**src/hw/dsr_pkg.sv**
```systemverilog
//==============================================================
// Summary of operation
// - Two-wire address is 110100 plus select pin
// - Select low answers 1101000, high 1101001
// - Slave drives SDA low during ninth clock
// - Bus busy START to STOP, repeated START readdresses
// - Eight-bit bytes, each acknowledged, unlimited count
// - Slave may hold SCL low; master waits
// - SDA changes only while SCL low
// - Write: address, index, data, each acknowledged
// - Burst write increments index per data byte
// - Read: index write, repeated START, read bytes
// - Master NACK then STOP ends read driving
// - Chip select frames SPI; SDO released when high
// - SPI bytes move most significant bit first
// - SPI samples on rising, shifts on falling
// - SPI command byte: direction, seven-bit index
// - SPI takes single or burst data bytes
//==============================================================
package dsr_pkg;

   // ===========================================================
   // Widths and codes
   localparam int REG_IDX_W = 8;
   localparam logic [5:0] TWO_WIRE_ADDR_HI = 6'h34;
   localparam logic [3:0] BITS_PER_BYTE = 4'h8;
   localparam logic [2:0] SPI_LAST_BIT = 3'h7;
   localparam logic [2:0] TX_LAST_BIT = 3'h7;
   localparam logic DIR_READ = 1'b1;

   // ===========================================================
   // Link rate limits kept by the master
   localparam int TWO_WIRE_MAX_KHZ = 400;
   localparam int SPI_MAX_KHZ = 8000;

   // ===========================================================
   // State types
   typedef enum logic [2:0] {I_IDLE, I_RX, I_ACK, I_FETCH, I_TX, I_MACK} dsr_i2c_st_t;
   typedef enum logic [1:0] {K_ADDR, K_INDEX, K_DATA} dsr_kind_t;

endpackage

```
**src/hw/dsr_sync.sv**
```systemverilog
`timescale 1ns/10ps
`default_nettype none
// Two-flop synchroniser; lines idle high so reset is all ones
module dsr_sync #(
   parameter int W = 1
) (
   input wire logic core_clk_i,     // Core clock
   input wire logic srst_i,         // Synchronous reset
   input wire logic [W-1:0] din_i,  // Asynchronous inputs
   output logic [W-1:0] dout_o      // Synchronised levels
);
   logic [W-1:0] meta;

   // ===========================================================
   // First stage feeds only the second stage
   always_ff @(posedge core_clk_i) begin
      if (srst_i) begin
         meta <= '1;
         dout_o <= '1;
      end else begin
         meta <= din_i;
         dout_o <= meta;
      end
   end
endmodule
`default_nettype wire

```
**src/hw/dsr_spi_engine.sv**
```systemverilog
`timescale 1ns/10ps
`default_nettype none
// Four-wire slave engine working on oversampled pin levels
module dsr_spi_engine
   import dsr_pkg::*;
(
   input wire logic core_clk_i,                 // Core clock
   input wire logic srst_i,                     // Synchronous reset
   input wire logic sclk_s_i,                   // Synchronised serial clock
   input wire logic sdi_s_i,                    // Synchronised serial input
   input wire logic cs_n_s_i,                   // Synchronised chip select
   input wire logic [7:0] reg_rdata_i,          // Read data, cycle after request
   output logic [REG_IDX_W-1:0] reg_index_o,    // Register index
   output logic [7:0] reg_wdata_o,              // Write data
   output logic reg_wr_o,                       // Write pulse
   output logic reg_rd_o,                       // Read request pulse
   output logic sdo_o,                          // Serial output
   output logic sdo_oe_n_o                      // Output enable, low drives
);
   logic sclk_q;
   logic [2:0] cnt;
   logic [6:0] sh;
   logic [7:0] tx;
   logic [7:0] out_sh;
   logic first;
   logic rw;
   logic ld;
   logic sclk_rise;
   logic sclk_fall;
   logic [7:0] byte_in;

   assign sclk_rise = sclk_s_i & ~sclk_q;
   assign sclk_fall = ~sclk_s_i & sclk_q;
   assign byte_in = {sh, sdi_s_i};

   // ===========================================================
   // Receive side: command byte, then data bytes until deselect
   always_ff @(posedge core_clk_i) begin
      sclk_q <= sclk_s_i;
      reg_wr_o <= 1'b0;
      reg_rd_o <= 1'b0;
      ld <= reg_rd_o;
      if (srst_i) begin
         cnt <= 3'h0;
         sh <= 7'h00;
         first <= 1'b1;
         rw <= 1'b0;
         ld <= 1'b0;
         tx <= 8'h00;
         reg_index_o <= '0;
         reg_wdata_o <= 8'h00;
      end else if (cs_n_s_i) begin
         cnt <= 3'h0;
         first <= 1'b1;
      end else begin
         if (sclk_rise) begin
            sh <= byte_in[6:0];
            cnt <= cnt + 3'h1;
            if (cnt == SPI_LAST_BIT) begin
               if (first) begin
                  first <= 1'b0;
                  rw <= byte_in[7];
                  reg_index_o <= {1'b0, byte_in[6:0]};
                  reg_rd_o <= (byte_in[7] == DIR_READ);
               end else if (rw == DIR_READ) begin
                  reg_rd_o <= 1'b1; // prefetch next byte
               end else begin
                  reg_wdata_o <= byte_in;
                  reg_wr_o <= 1'b1;
               end
            end
         end
         // Index moves after each write and each fetched byte
         if (reg_wr_o || ld) begin
            reg_index_o <= reg_index_o + 1'b1;
         end
         if (ld) begin
            tx <= reg_rdata_i;
         end
      end
   end

   // ===========================================================
   // Output shifts only on falling edges; needs half period of 3+ core cycles
   always_ff @(posedge core_clk_i) begin
      if (srst_i) begin
         sdo_o <= 1'b0;
         out_sh <= 8'h00;
         sdo_oe_n_o <= 1'b1;
      end else begin
         sdo_oe_n_o <= cs_n_s_i;
         if (!cs_n_s_i && sclk_fall) begin
            if (cnt == 3'h0) begin
               sdo_o <= tx[7];
               out_sh <= {tx[6:0], 1'b0};
            end else begin
               sdo_o <= out_sh[7];
               out_sh <= {out_sh[6:0], 1'b0};
            end
         end
      end
   end

   // ===========================================================
   // Checks
   property p_spi_oe_off;
      @(posedge core_clk_i) disable iff (srst_i) cs_n_s_i |=> sdo_oe_n_o;
   endproperty
   a_spi_oe_off: assert property (p_spi_oe_off) else $error("SDO driven while deselected");

   property p_spi_fall_only;
      @(posedge core_clk_i) disable iff (srst_i) $changed(sdo_o) |-> $past(sclk_fall);
   endproperty
   a_spi_fall_only: assert property (p_spi_fall_only) else $error("SDO moved off a falling edge");

   property p_spi_inc;
      @(posedge core_clk_i) disable iff (srst_i)
         (reg_wr_o && !cs_n_s_i) |=> (reg_index_o == $past(reg_index_o) + 1'b1);
   endproperty
   a_spi_inc: assert property (p_spi_inc) else $error("SPI index did not advance");

   property p_spi_fetch;
      @(posedge core_clk_i) disable iff (srst_i)
         (sclk_rise && !cs_n_s_i && first && cnt == SPI_LAST_BIT && sh[6])
         |=> reg_rd_o;
   endproperty
   a_spi_fetch: assert property (p_spi_fetch) else $error("SPI read command not fetched");

   c_spi_write: cover property (@(posedge core_clk_i) reg_wr_o ##[1:400] reg_wr_o);
   c_spi_read: cover property (@(posedge core_clk_i) ld ##[1:400] ld);
endmodule
`default_nettype wire

```
**src/hw/dsr_serial_slave.sv**
```systemverilog
`timescale 1ns/10ps
`default_nettype none
// Shared-pin serial register port: two-wire slave or four-wire SPI slave
module dsr_serial_slave
   import dsr_pkg::*;
(
   input wire logic core_clk_i,                 // Core clock, 20 MHz
   input wire logic srst_i,                     // Synchronous reset, high
   input wire logic scl_sclk_i,                 // SCL or SCLK pin level
   input wire logic sda_sdi_i,                  // SDA or SDI pin level
   input wire logic cs_n_i,                     // SPI chip select pin
   input wire logic address_select_pin_i,       // Address LSB pin level
   input wire logic two_wire_disable_bit_i,     // From register file
   output logic sda_o,                          // SDA output value, always 0
   output logic sda_oe_n_o,                     // SDA enable, low pulls down
   output logic scl_o,                          // SCL output value, always 0
   output logic scl_oe_n_o,                     // SCL enable, low stretches
   output logic sdo_o,                          // SPI serial output
   output logic sdo_oe_n_o,                     // SDO enable, low drives
   output logic [REG_IDX_W-1:0] reg_index_o,    // Register index
   output logic [7:0] reg_wdata_o,              // Write data
   output logic reg_wr_o,                       // Write pulse
   output logic reg_rd_o,                       // Read request pulse
   input wire logic [7:0] reg_rdata_i           // Read data, cycle after request
);
   logic scl_s;
   logic sda_s;
   logic cs_n_s;
   logic ad_sel_s;
   logic scl_q;
   logic sda_q;
   logic scl_rise;
   logic scl_fall;
   logic start_det;
   logic stop_det;
   logic tw_en;
   dsr_i2c_st_t state;
   dsr_kind_t kind;
   logic [3:0] cnt;
   logic [7:0] sh;
   logic rw;
   logic more;
   logic i_wr;
   logic i_rd;
   logic [REG_IDX_W-1:0] i_index;
   logic [7:0] i_wdata;
   logic [REG_IDX_W-1:0] s_index;
   logic [7:0] s_wdata;
   logic s_wr;
   logic s_rd;

   // ===========================================================
   // Pin synchronisers
   dsr_sync #(
      .W(4)
   ) u_sync (
      .core_clk_i(core_clk_i),
      .srst_i(srst_i),
      .din_i({scl_sclk_i, sda_sdi_i, cs_n_i, address_select_pin_i}),
      .dout_o({scl_s, sda_s, cs_n_s, ad_sel_s})
   );

   // ===========================================================
   // Four-wire engine
   dsr_spi_engine u_spi (
      .core_clk_i(core_clk_i),
      .srst_i(srst_i),
      .sclk_s_i(scl_s),
      .sdi_s_i(sda_s),
      .cs_n_s_i(cs_n_s),
      .reg_rdata_i(reg_rdata_i),
      .reg_index_o(s_index),
      .reg_wdata_o(s_wdata),
      .reg_wr_o(s_wr),
      .reg_rd_o(s_rd),
      .sdo_o(sdo_o),
      .sdo_oe_n_o(sdo_oe_n_o)
   );

   // ===========================================================
   // Edge and condition detection on synchronised levels
   always_ff @(posedge core_clk_i) begin
      if (srst_i) begin
         scl_q <= 1'b1;
         sda_q <= 1'b1;
      end else begin
         scl_q <= scl_s;
         sda_q <= sda_s;
      end
   end

   assign scl_rise = scl_s & ~scl_q;
   assign scl_fall = ~scl_s & scl_q;
   // SDA moving while SCL stays high is a frame condition, not data
   assign start_det = scl_s & scl_q & sda_q & ~sda_s;
   assign stop_det = scl_s & scl_q & ~sda_q & sda_s;
   // Disable bit or an active chip select keeps the two-wire side deaf
   assign tw_en = ~two_wire_disable_bit_i & cs_n_s;

   // ===========================================================
   // Two-wire byte engine
   always_ff @(posedge core_clk_i) begin
      i_wr <= 1'b0;
      i_rd <= 1'b0;
      if (srst_i) begin
         state <= I_IDLE;
         kind <= K_ADDR;
         cnt <= 4'h0;
         sh <= 8'h00;
         rw <= 1'b0;
         more <= 1'b0;
         i_index <= '0;
         i_wdata <= 8'h00;
      end else if (!tw_en) begin
         state <= I_IDLE;
      end else if (start_det) begin
         state <= I_RX; // also a repeated START
         kind <= K_ADDR;
         cnt <= 4'h0;
      end else if (stop_det) begin
         state <= I_IDLE;
      end else begin
         case (state)
            I_RX: begin
               if (scl_rise) begin
                  sh <= {sh[6:0], sda_s}; // sampled only at rise
                  cnt <= cnt + 4'h1;
               end else if (scl_fall && cnt == BITS_PER_BYTE) begin
                  case (kind)
                     K_ADDR: begin
                        if (sh[7:1] == {TWO_WIRE_ADDR_HI, ad_sel_s}) begin
                           rw <= sh[0];
                           state <= I_ACK;
                           if (sh[0] != DIR_READ) begin
                              kind <= K_INDEX;
                           end
                        end else begin
                           state <= I_IDLE; // Wait for next START
                        end
                     end
                     K_INDEX: begin
                        i_index <= sh;
                        kind <= K_DATA;
                        state <= I_ACK;
                     end
                     default: begin
                        i_wdata <= sh;
                        i_wr <= 1'b1;
                        state <= I_ACK;
                     end
                  endcase
               end
            end
            I_ACK: begin
               // Index moves one cycle after the write pulse
               if (i_wr) begin
                  i_index <= i_index + 1'b1;
               end
               if (scl_fall) begin // released after ninth clock
                  cnt <= 4'h0;
                  if (rw == DIR_READ) begin
                     state <= I_FETCH;
                     i_rd <= 1'b1;
                  end else begin
                     state <= I_RX;
                  end
               end
            end
            I_FETCH: begin
               // Data arrives the cycle after the request; SCL held low meanwhile
               if (!i_rd) begin
                  sh <= reg_rdata_i;
                  i_index <= i_index + 1'b1;
                  cnt <= 4'h0;
                  state <= I_TX;
               end
            end
            I_TX: begin
               if (scl_fall) begin // data moves only with SCL low
                  if (cnt[2:0] == TX_LAST_BIT) begin
                     state <= I_MACK;
                  end else begin
                     sh <= {sh[6:0], 1'b0};
                     cnt <= cnt + 4'h1;
                  end
               end
            end
            I_MACK: begin
               if (scl_rise) begin
                  more <= ~sda_s;
               end else if (scl_fall) begin
                  if (more) begin
                     state <= I_FETCH;
                     i_rd <= 1'b1;
                  end else begin
                     state <= I_IDLE; // NACK ends driving
                  end
               end
            end
            default: begin
               state <= I_IDLE;
            end
         endcase
      end
   end

   // ===========================================================
   // Open-drain pins: only ever pull low
   assign sda_o = 1'b0;
   assign scl_o = 1'b0;
   assign sda_oe_n_o = ~((state == I_ACK) || (state == I_TX && !sh[7]));
   assign scl_oe_n_o = ~(state == I_FETCH);

   // ===========================================================
   // Register port: chip select picks the engine
   assign reg_index_o = cs_n_s ? i_index : s_index;
   assign reg_wdata_o = cs_n_s ? i_wdata : s_wdata;
   assign reg_wr_o = i_wr | s_wr;
   assign reg_rd_o = i_rd | s_rd;

   // ===========================================================
   // Checks
   property p_addr_match;
      @(posedge core_clk_i) disable iff (srst_i)
         (tw_en && !start_det && !stop_det && state == I_RX && kind == K_ADDR && scl_fall
          && cnt == BITS_PER_BYTE && sh[7:1] == {TWO_WIRE_ADDR_HI, ad_sel_s})
         |=> state == I_ACK;
   endproperty
   a_addr_match: assert property (p_addr_match) else $error("Own address not acknowledged");

   property p_addr_miss;
      @(posedge core_clk_i) disable iff (srst_i)
         (state == I_RX && kind == K_ADDR && scl_fall && cnt == BITS_PER_BYTE
          && sh[7:1] != {TWO_WIRE_ADDR_HI, ad_sel_s})
         |=> state != I_ACK;
   endproperty
   a_addr_miss: assert property (p_addr_miss) else $error("Foreign address acknowledged");

   property p_ack_low;
      @(posedge core_clk_i) disable iff (srst_i) (state == I_ACK) |-> !sda_oe_n_o;
   endproperty
   a_ack_low: assert property (p_ack_low) else $error("Acknowledge not driven");

   property p_stop_idle;
      @(posedge core_clk_i) disable iff (srst_i) (stop_det && tw_en && !start_det) |=> state == I_IDLE;
   endproperty
   a_stop_idle: assert property (p_stop_idle) else $error("STOP did not free the engine");

   property p_tw_inc;
      @(posedge core_clk_i) disable iff (srst_i)
         (i_wr && tw_en && !start_det && !stop_det) |=> i_index == $past(i_index) + 1'b1;
   endproperty
   a_tw_inc: assert property (p_tw_inc) else $error("Two-wire index did not advance");

   property p_stretch;
      @(posedge core_clk_i) disable iff (srst_i) (i_rd && tw_en) |=> !scl_oe_n_o;
   endproperty
   a_stretch: assert property (p_stretch) else $error("SCL not held during fetch");

   property p_disable;
      @(posedge core_clk_i) disable iff (srst_i) !tw_en |=> (state == I_IDLE && sda_oe_n_o);
   endproperty
   a_disable: assert property (p_disable) else $error("Two-wire active while disabled");

   property p_nack_release;
      @(posedge core_clk_i) disable iff (srst_i)
         (state == I_MACK && scl_fall && !more && tw_en && !start_det && !stop_det)
         |=> sda_oe_n_o [*2];
   endproperty
   a_nack_release: assert property (p_nack_release) else $error("SDA driven after NACK");

   c_tw_write: cover property (@(posedge core_clk_i) i_wr ##[1:1000] i_wr);
   c_tw_read: cover property (@(posedge core_clk_i) state == I_MACK && more ##[1:200] state == I_FETCH);
   c_tw_restart: cover property (@(posedge core_clk_i) state == I_RX && kind == K_DATA ##1 start_det);
endmodule
`default_nettype wire

```
**config.mk**
```make
export PLATFORM = sky130hd
export DESIGN_NAME = dsr_serial_slave
export DESIGN_NICKNAME = d
export VERILOG_FILES = /design/src/hw/dsr_pkg.sv /design/src/hw/dsr_sync.sv /design/src/hw/dsr_spi_engine.sv /design/src/hw/dsr_serial_slave.sv
export SDC_FILE = /design/constraint.sdc
export NUM_CORES = 1
export LEC_CHECK = 0
export ABC_AREA = 1
export BUFFER_PORTS_ARGS = -buffer_cell sky130_fd_sc_hd__buf_4
export CAP_MARGIN = 20
export CORE_ASPECT_RATIO = 0.5
export CORE_UTILIZATION = 40
export DETAILED_ROUTE_END_ITERATION = 10
export SYNTH_ARGS = -nofsm -noshare
export SYNTH_HDL_FRONTEND = slang
export SYNTH_HIERARCHICAL = 1
export SYNTH_SLANG_ARGS = --single-unit
```
**constraint.sdc**
```tcl
create_clock -name core_clk_i -period 2.2 [get_ports core_clk_i]
set_input_delay 0.44 -clock core_clk_i [delete_from_list [all_inputs] [get_ports core_clk_i]]
set_output_delay 0.44 -clock core_clk_i [all_outputs]
set_load 0.005 [all_outputs]
```
==> results.py <==
metrics = {
    "run_status": {
        "run_status": "finished, final reports clean",
    },
    "setup_path": {
        "worstPathCellList": "nand2_1 > nand2_1 > o21ai_0 > buf_4",
        "slowest_stage": "dfxtp_1",
        "critical_path_class": "reg -> out",
        "path_buf_inv": 1,
        "path_common_cell": "nand2_1",
        "rr_worst_depth": 9,
        "startpoint_type": "flip-flop",
        "arrival_ns": 1.59,
        "cp.required_ns": 1.76,
        "cp_top_family": "flip-flops",
        "cp.depth": 4,
        "cpPeakStageDelay_ns": 0.60,
        "end_kind": "output port",
        "rr_startpoint": "u_sync/dout_o[3]",
        "path_max_fanout": 9,
        "r2r_slack_ns": 0.23,
        "crit_start": "state[2]",
    },
    "routing": {
        "dr.pass1.iters": 5,
        "vias_per_cell": 4.91,
        "drtIter0Drc": 265,
        "drt_wl_total_um": 12600,
        "ant_nets": 0,
        "route.detailed.drc": 0,
        "wl_per_cell_um": 13.3,
        "num_vias": 4648,
    },
    "layout": {
        "diodes": 0,
        "final-instance-count-excl-fill": 947,
        "drive_above_1_share_pct": 13.2,
        "final_util_pct": 47.5,
        "nets": 801,
        "syn2layout_area_growth_pct": 15.3,
    },
    "global_routing": {
        "grt_use_total_pct": 21.0,
        "grt_pass1_vias": 4006,
        "grt_start_max_net_pins": 31,
        "grt_pass1_wl_um": 20500,
        "antenna_found_initial": 0,
        "grt-ovfl-total": 0,
    },
    "logic_synthesis": {
        "ys_warn_count": 6,
        "ys.flop_type": "dfxtp_1",
        "yosysTopAreaCell": "dfxtp_1",
        "ys_ff_latch": 96,
        "avgSynthCellArea_sq_um": 6.66,
        "ys_seq_area_share_pct": 39.3,
        "synth.cell_area_sq_um": 4890,
        "synth_edf_count": 0,
        "synth_top_area_share_pct": 39.3,
        "synthCells": 735,
        "async_flop_share_pct": 0,
        "synth.distinct_cells": 36,
        "ys_top_cells_by_area": "dfxtp_1, nand2_1, nor2_1",
    },
    "cts": {
        "path_clk_slew_ns": 0.07,
        "cts_resized": 0,
        "cts_hold_buf": 0,
        "cts_max_level": 3,
        "cts_tree": "done",
        "postCtsSetupBuffers": 0,
        "clk_latency_ns": 0.36,
        "clock-sinks": 96,
        "cts-root-buf": "clkbuf_16",
        "cts-buffers-inserted": 9,
        "cts_buffer_depth": 2,
    },
    "floorplan": {
        "initial_utilization_pct": 41.2,
        "core-area_sq_um": 11900,
        "die_w_um": 158,
        "rows": 28,
        "fp.dieH_um": 80.2,
        "dieArea_sq_um": 12700,
        "pin_count": 39,
    },
    "sta": {
        "hold_viol": 0,
        "post-route-period-util_pct": 92.3,
        "hold_ws_ns": 0.264,
        "fin_crit_ns": 2.03,
        "setup_slack_ns": 0.170,
        "max_freq_ghz": 0.493,
        "finalSetupViolCount": 0,
        "finalMaxSlewViolations": 0,
        "rsz0062_at_grt": "no",
        "finClkSkew_ns": 0.0127,
        "tns_ns": 0,
    },
    "worst_hold_path": {
        "hold_depth": 3,
        "hold_class": "in -> reg",
        "min_from": "scl_sclk_i",
    },
    "power_and_ir_drop": {
        "p_per_area_nw_per_um2": 621,
        "ir_drop_uv": 331,
        "internal-power_w": 0.00263,
        "seqPwrFrac_pct": 50.5,
        "clock_power_share_pct": 44.4,
        "combPwrFrac_pct": 5.2,
        "leakage_nw": 2.48,
        "switching_share_pct": 24.9,
        "netSwitchingPower_w": 0.000872,
    },
    "placement": {
        "place_inst": 931,
        "dp_slack_ns": 0.227,
        "hpwl_um": 9310,
        "gp_congestion": 0.911,
        "numPortBuffers": 36,
    },
    "run": {
        "drv_cap": 0,
    },
}
final timing paths:
path                 endpoint
max                sda_oe_n_o
min            u_sync/meta[3]
max reg2reg        i_wdata[1]
min reg2reg  u_sync/dout_o[2]
state kept, by name, summed over array words and instances (netlist names), 2 cells and up:
signal             cells
u_sync/dout_o          4
u_spi/cnt              3
i_wdata                8
u_spi/out_sh           7
i_index                8
u_spi/tx               8
u_spi/reg_index_o      8
u_spi/reg_wdata_o      8
kind                   2
sh                     8
state                  3
u_spi/sh               7
cnt                    4
u_sync/meta            4
routing by layer:
layer	routed length (um)	track usage [%]	share of wire, %
met4	97	4.62	0.77
met1	6580	30.5	52
met3	600	4.53	4.8
met5	0	0	0
met2	5310	31.4	42
through the flow:
stage,power [W],cell area [sq um]
floorplan,0.00192,4900
global route,0.00363,5640
detailed placement,0.00199,5350
CTS,0.00354,5640
finish,0.00350,5640
global placement,0.00199,5350
cell type report:
cell class / count / area (sq um)
Clock buffer: 10 / 239
Clock inverter: 6 / 51.3
Fill cell: 1240 / 6240
Inverter: 82 / 308
Multi-Input combinational cell: 539 / 2550
Sequential cell: 96 / 1920
Tap cell: 165 / 206
Timing Repair Buffer: 49 / 368
worst register-to-register path: stages, from the launching register on:
cell	delay, ns
dfxtp_1	0.50
nand2_1	0.16
nor3_2	0.34
nor2_1	0.17
nand2_1	0.19
inv_2	0.07
nand2_2	0.18
inv_2	0.11
nor2_1	0.10
nor2_1	0.06
cell usage after synthesis (7+ instances only):
cell type,number
inv_1,69
nand3_1,47
nand2_1,178
inv_2,12
clkbuf_1,7
nand3b_1,8
ha_1,9
a21oi_1,52
nor2_1,127
dfxtp_1,96
o21ai_1,18
o21ai_0,56
layout by cell type (no fill, tap or decap), types with 2 or more instances in the layout:
master / instances
nor2_2: 3
nand3_1: 47
buf_4: 49
inv_6: 2
nor2_8: 2
clkbuf_16: 9
nand2_1: 178
o21ai_0: 56
or2_2: 2
a21oi_1: 52
conb_1: 2
inv_1: 69
nor3_4: 2
inv_2: 12
nand2_2: 6
nor2_4: 5
dfxtp_1: 96
o21ai_1: 18
nand2_4: 2
nor2_1: 127
clkinv_4: 2
ha_1: 9
nor3_1: 6
nand3b_1: 8
nand4_1: 5
power groups by stage:
stage          clock network [W]  registers [W]  logic, W
5_1_grt                  0.00165        0.00177  0.000202
4_1_cts                  0.00159        0.00177  0.000180
3_3_place_gp                   0        0.00181  0.000178
3_5_place_dp                   0        0.00181  0.000179
6_report                 0.00155        0.00177  0.000180
2_1_floorplan                  0        0.00181  0.000117
cells by family (layout without fill, tap and decap cells):
group / after synthesis / in the layout / synth area share (%)
AND/OR/NAND/NOR: 397 / 397 / 35.9
AO/OA/AOI/OAI: 131 / 131 / 13.7
buffers and inverters: 101 / 147 / 8.75
flip-flops: 96 / 96 / 39.3
adder cells (fa/ha/maj): 9 / 9 / 2.30
other: 1 / 2 / 0.0767
Power figures use the tool's default switching activity.
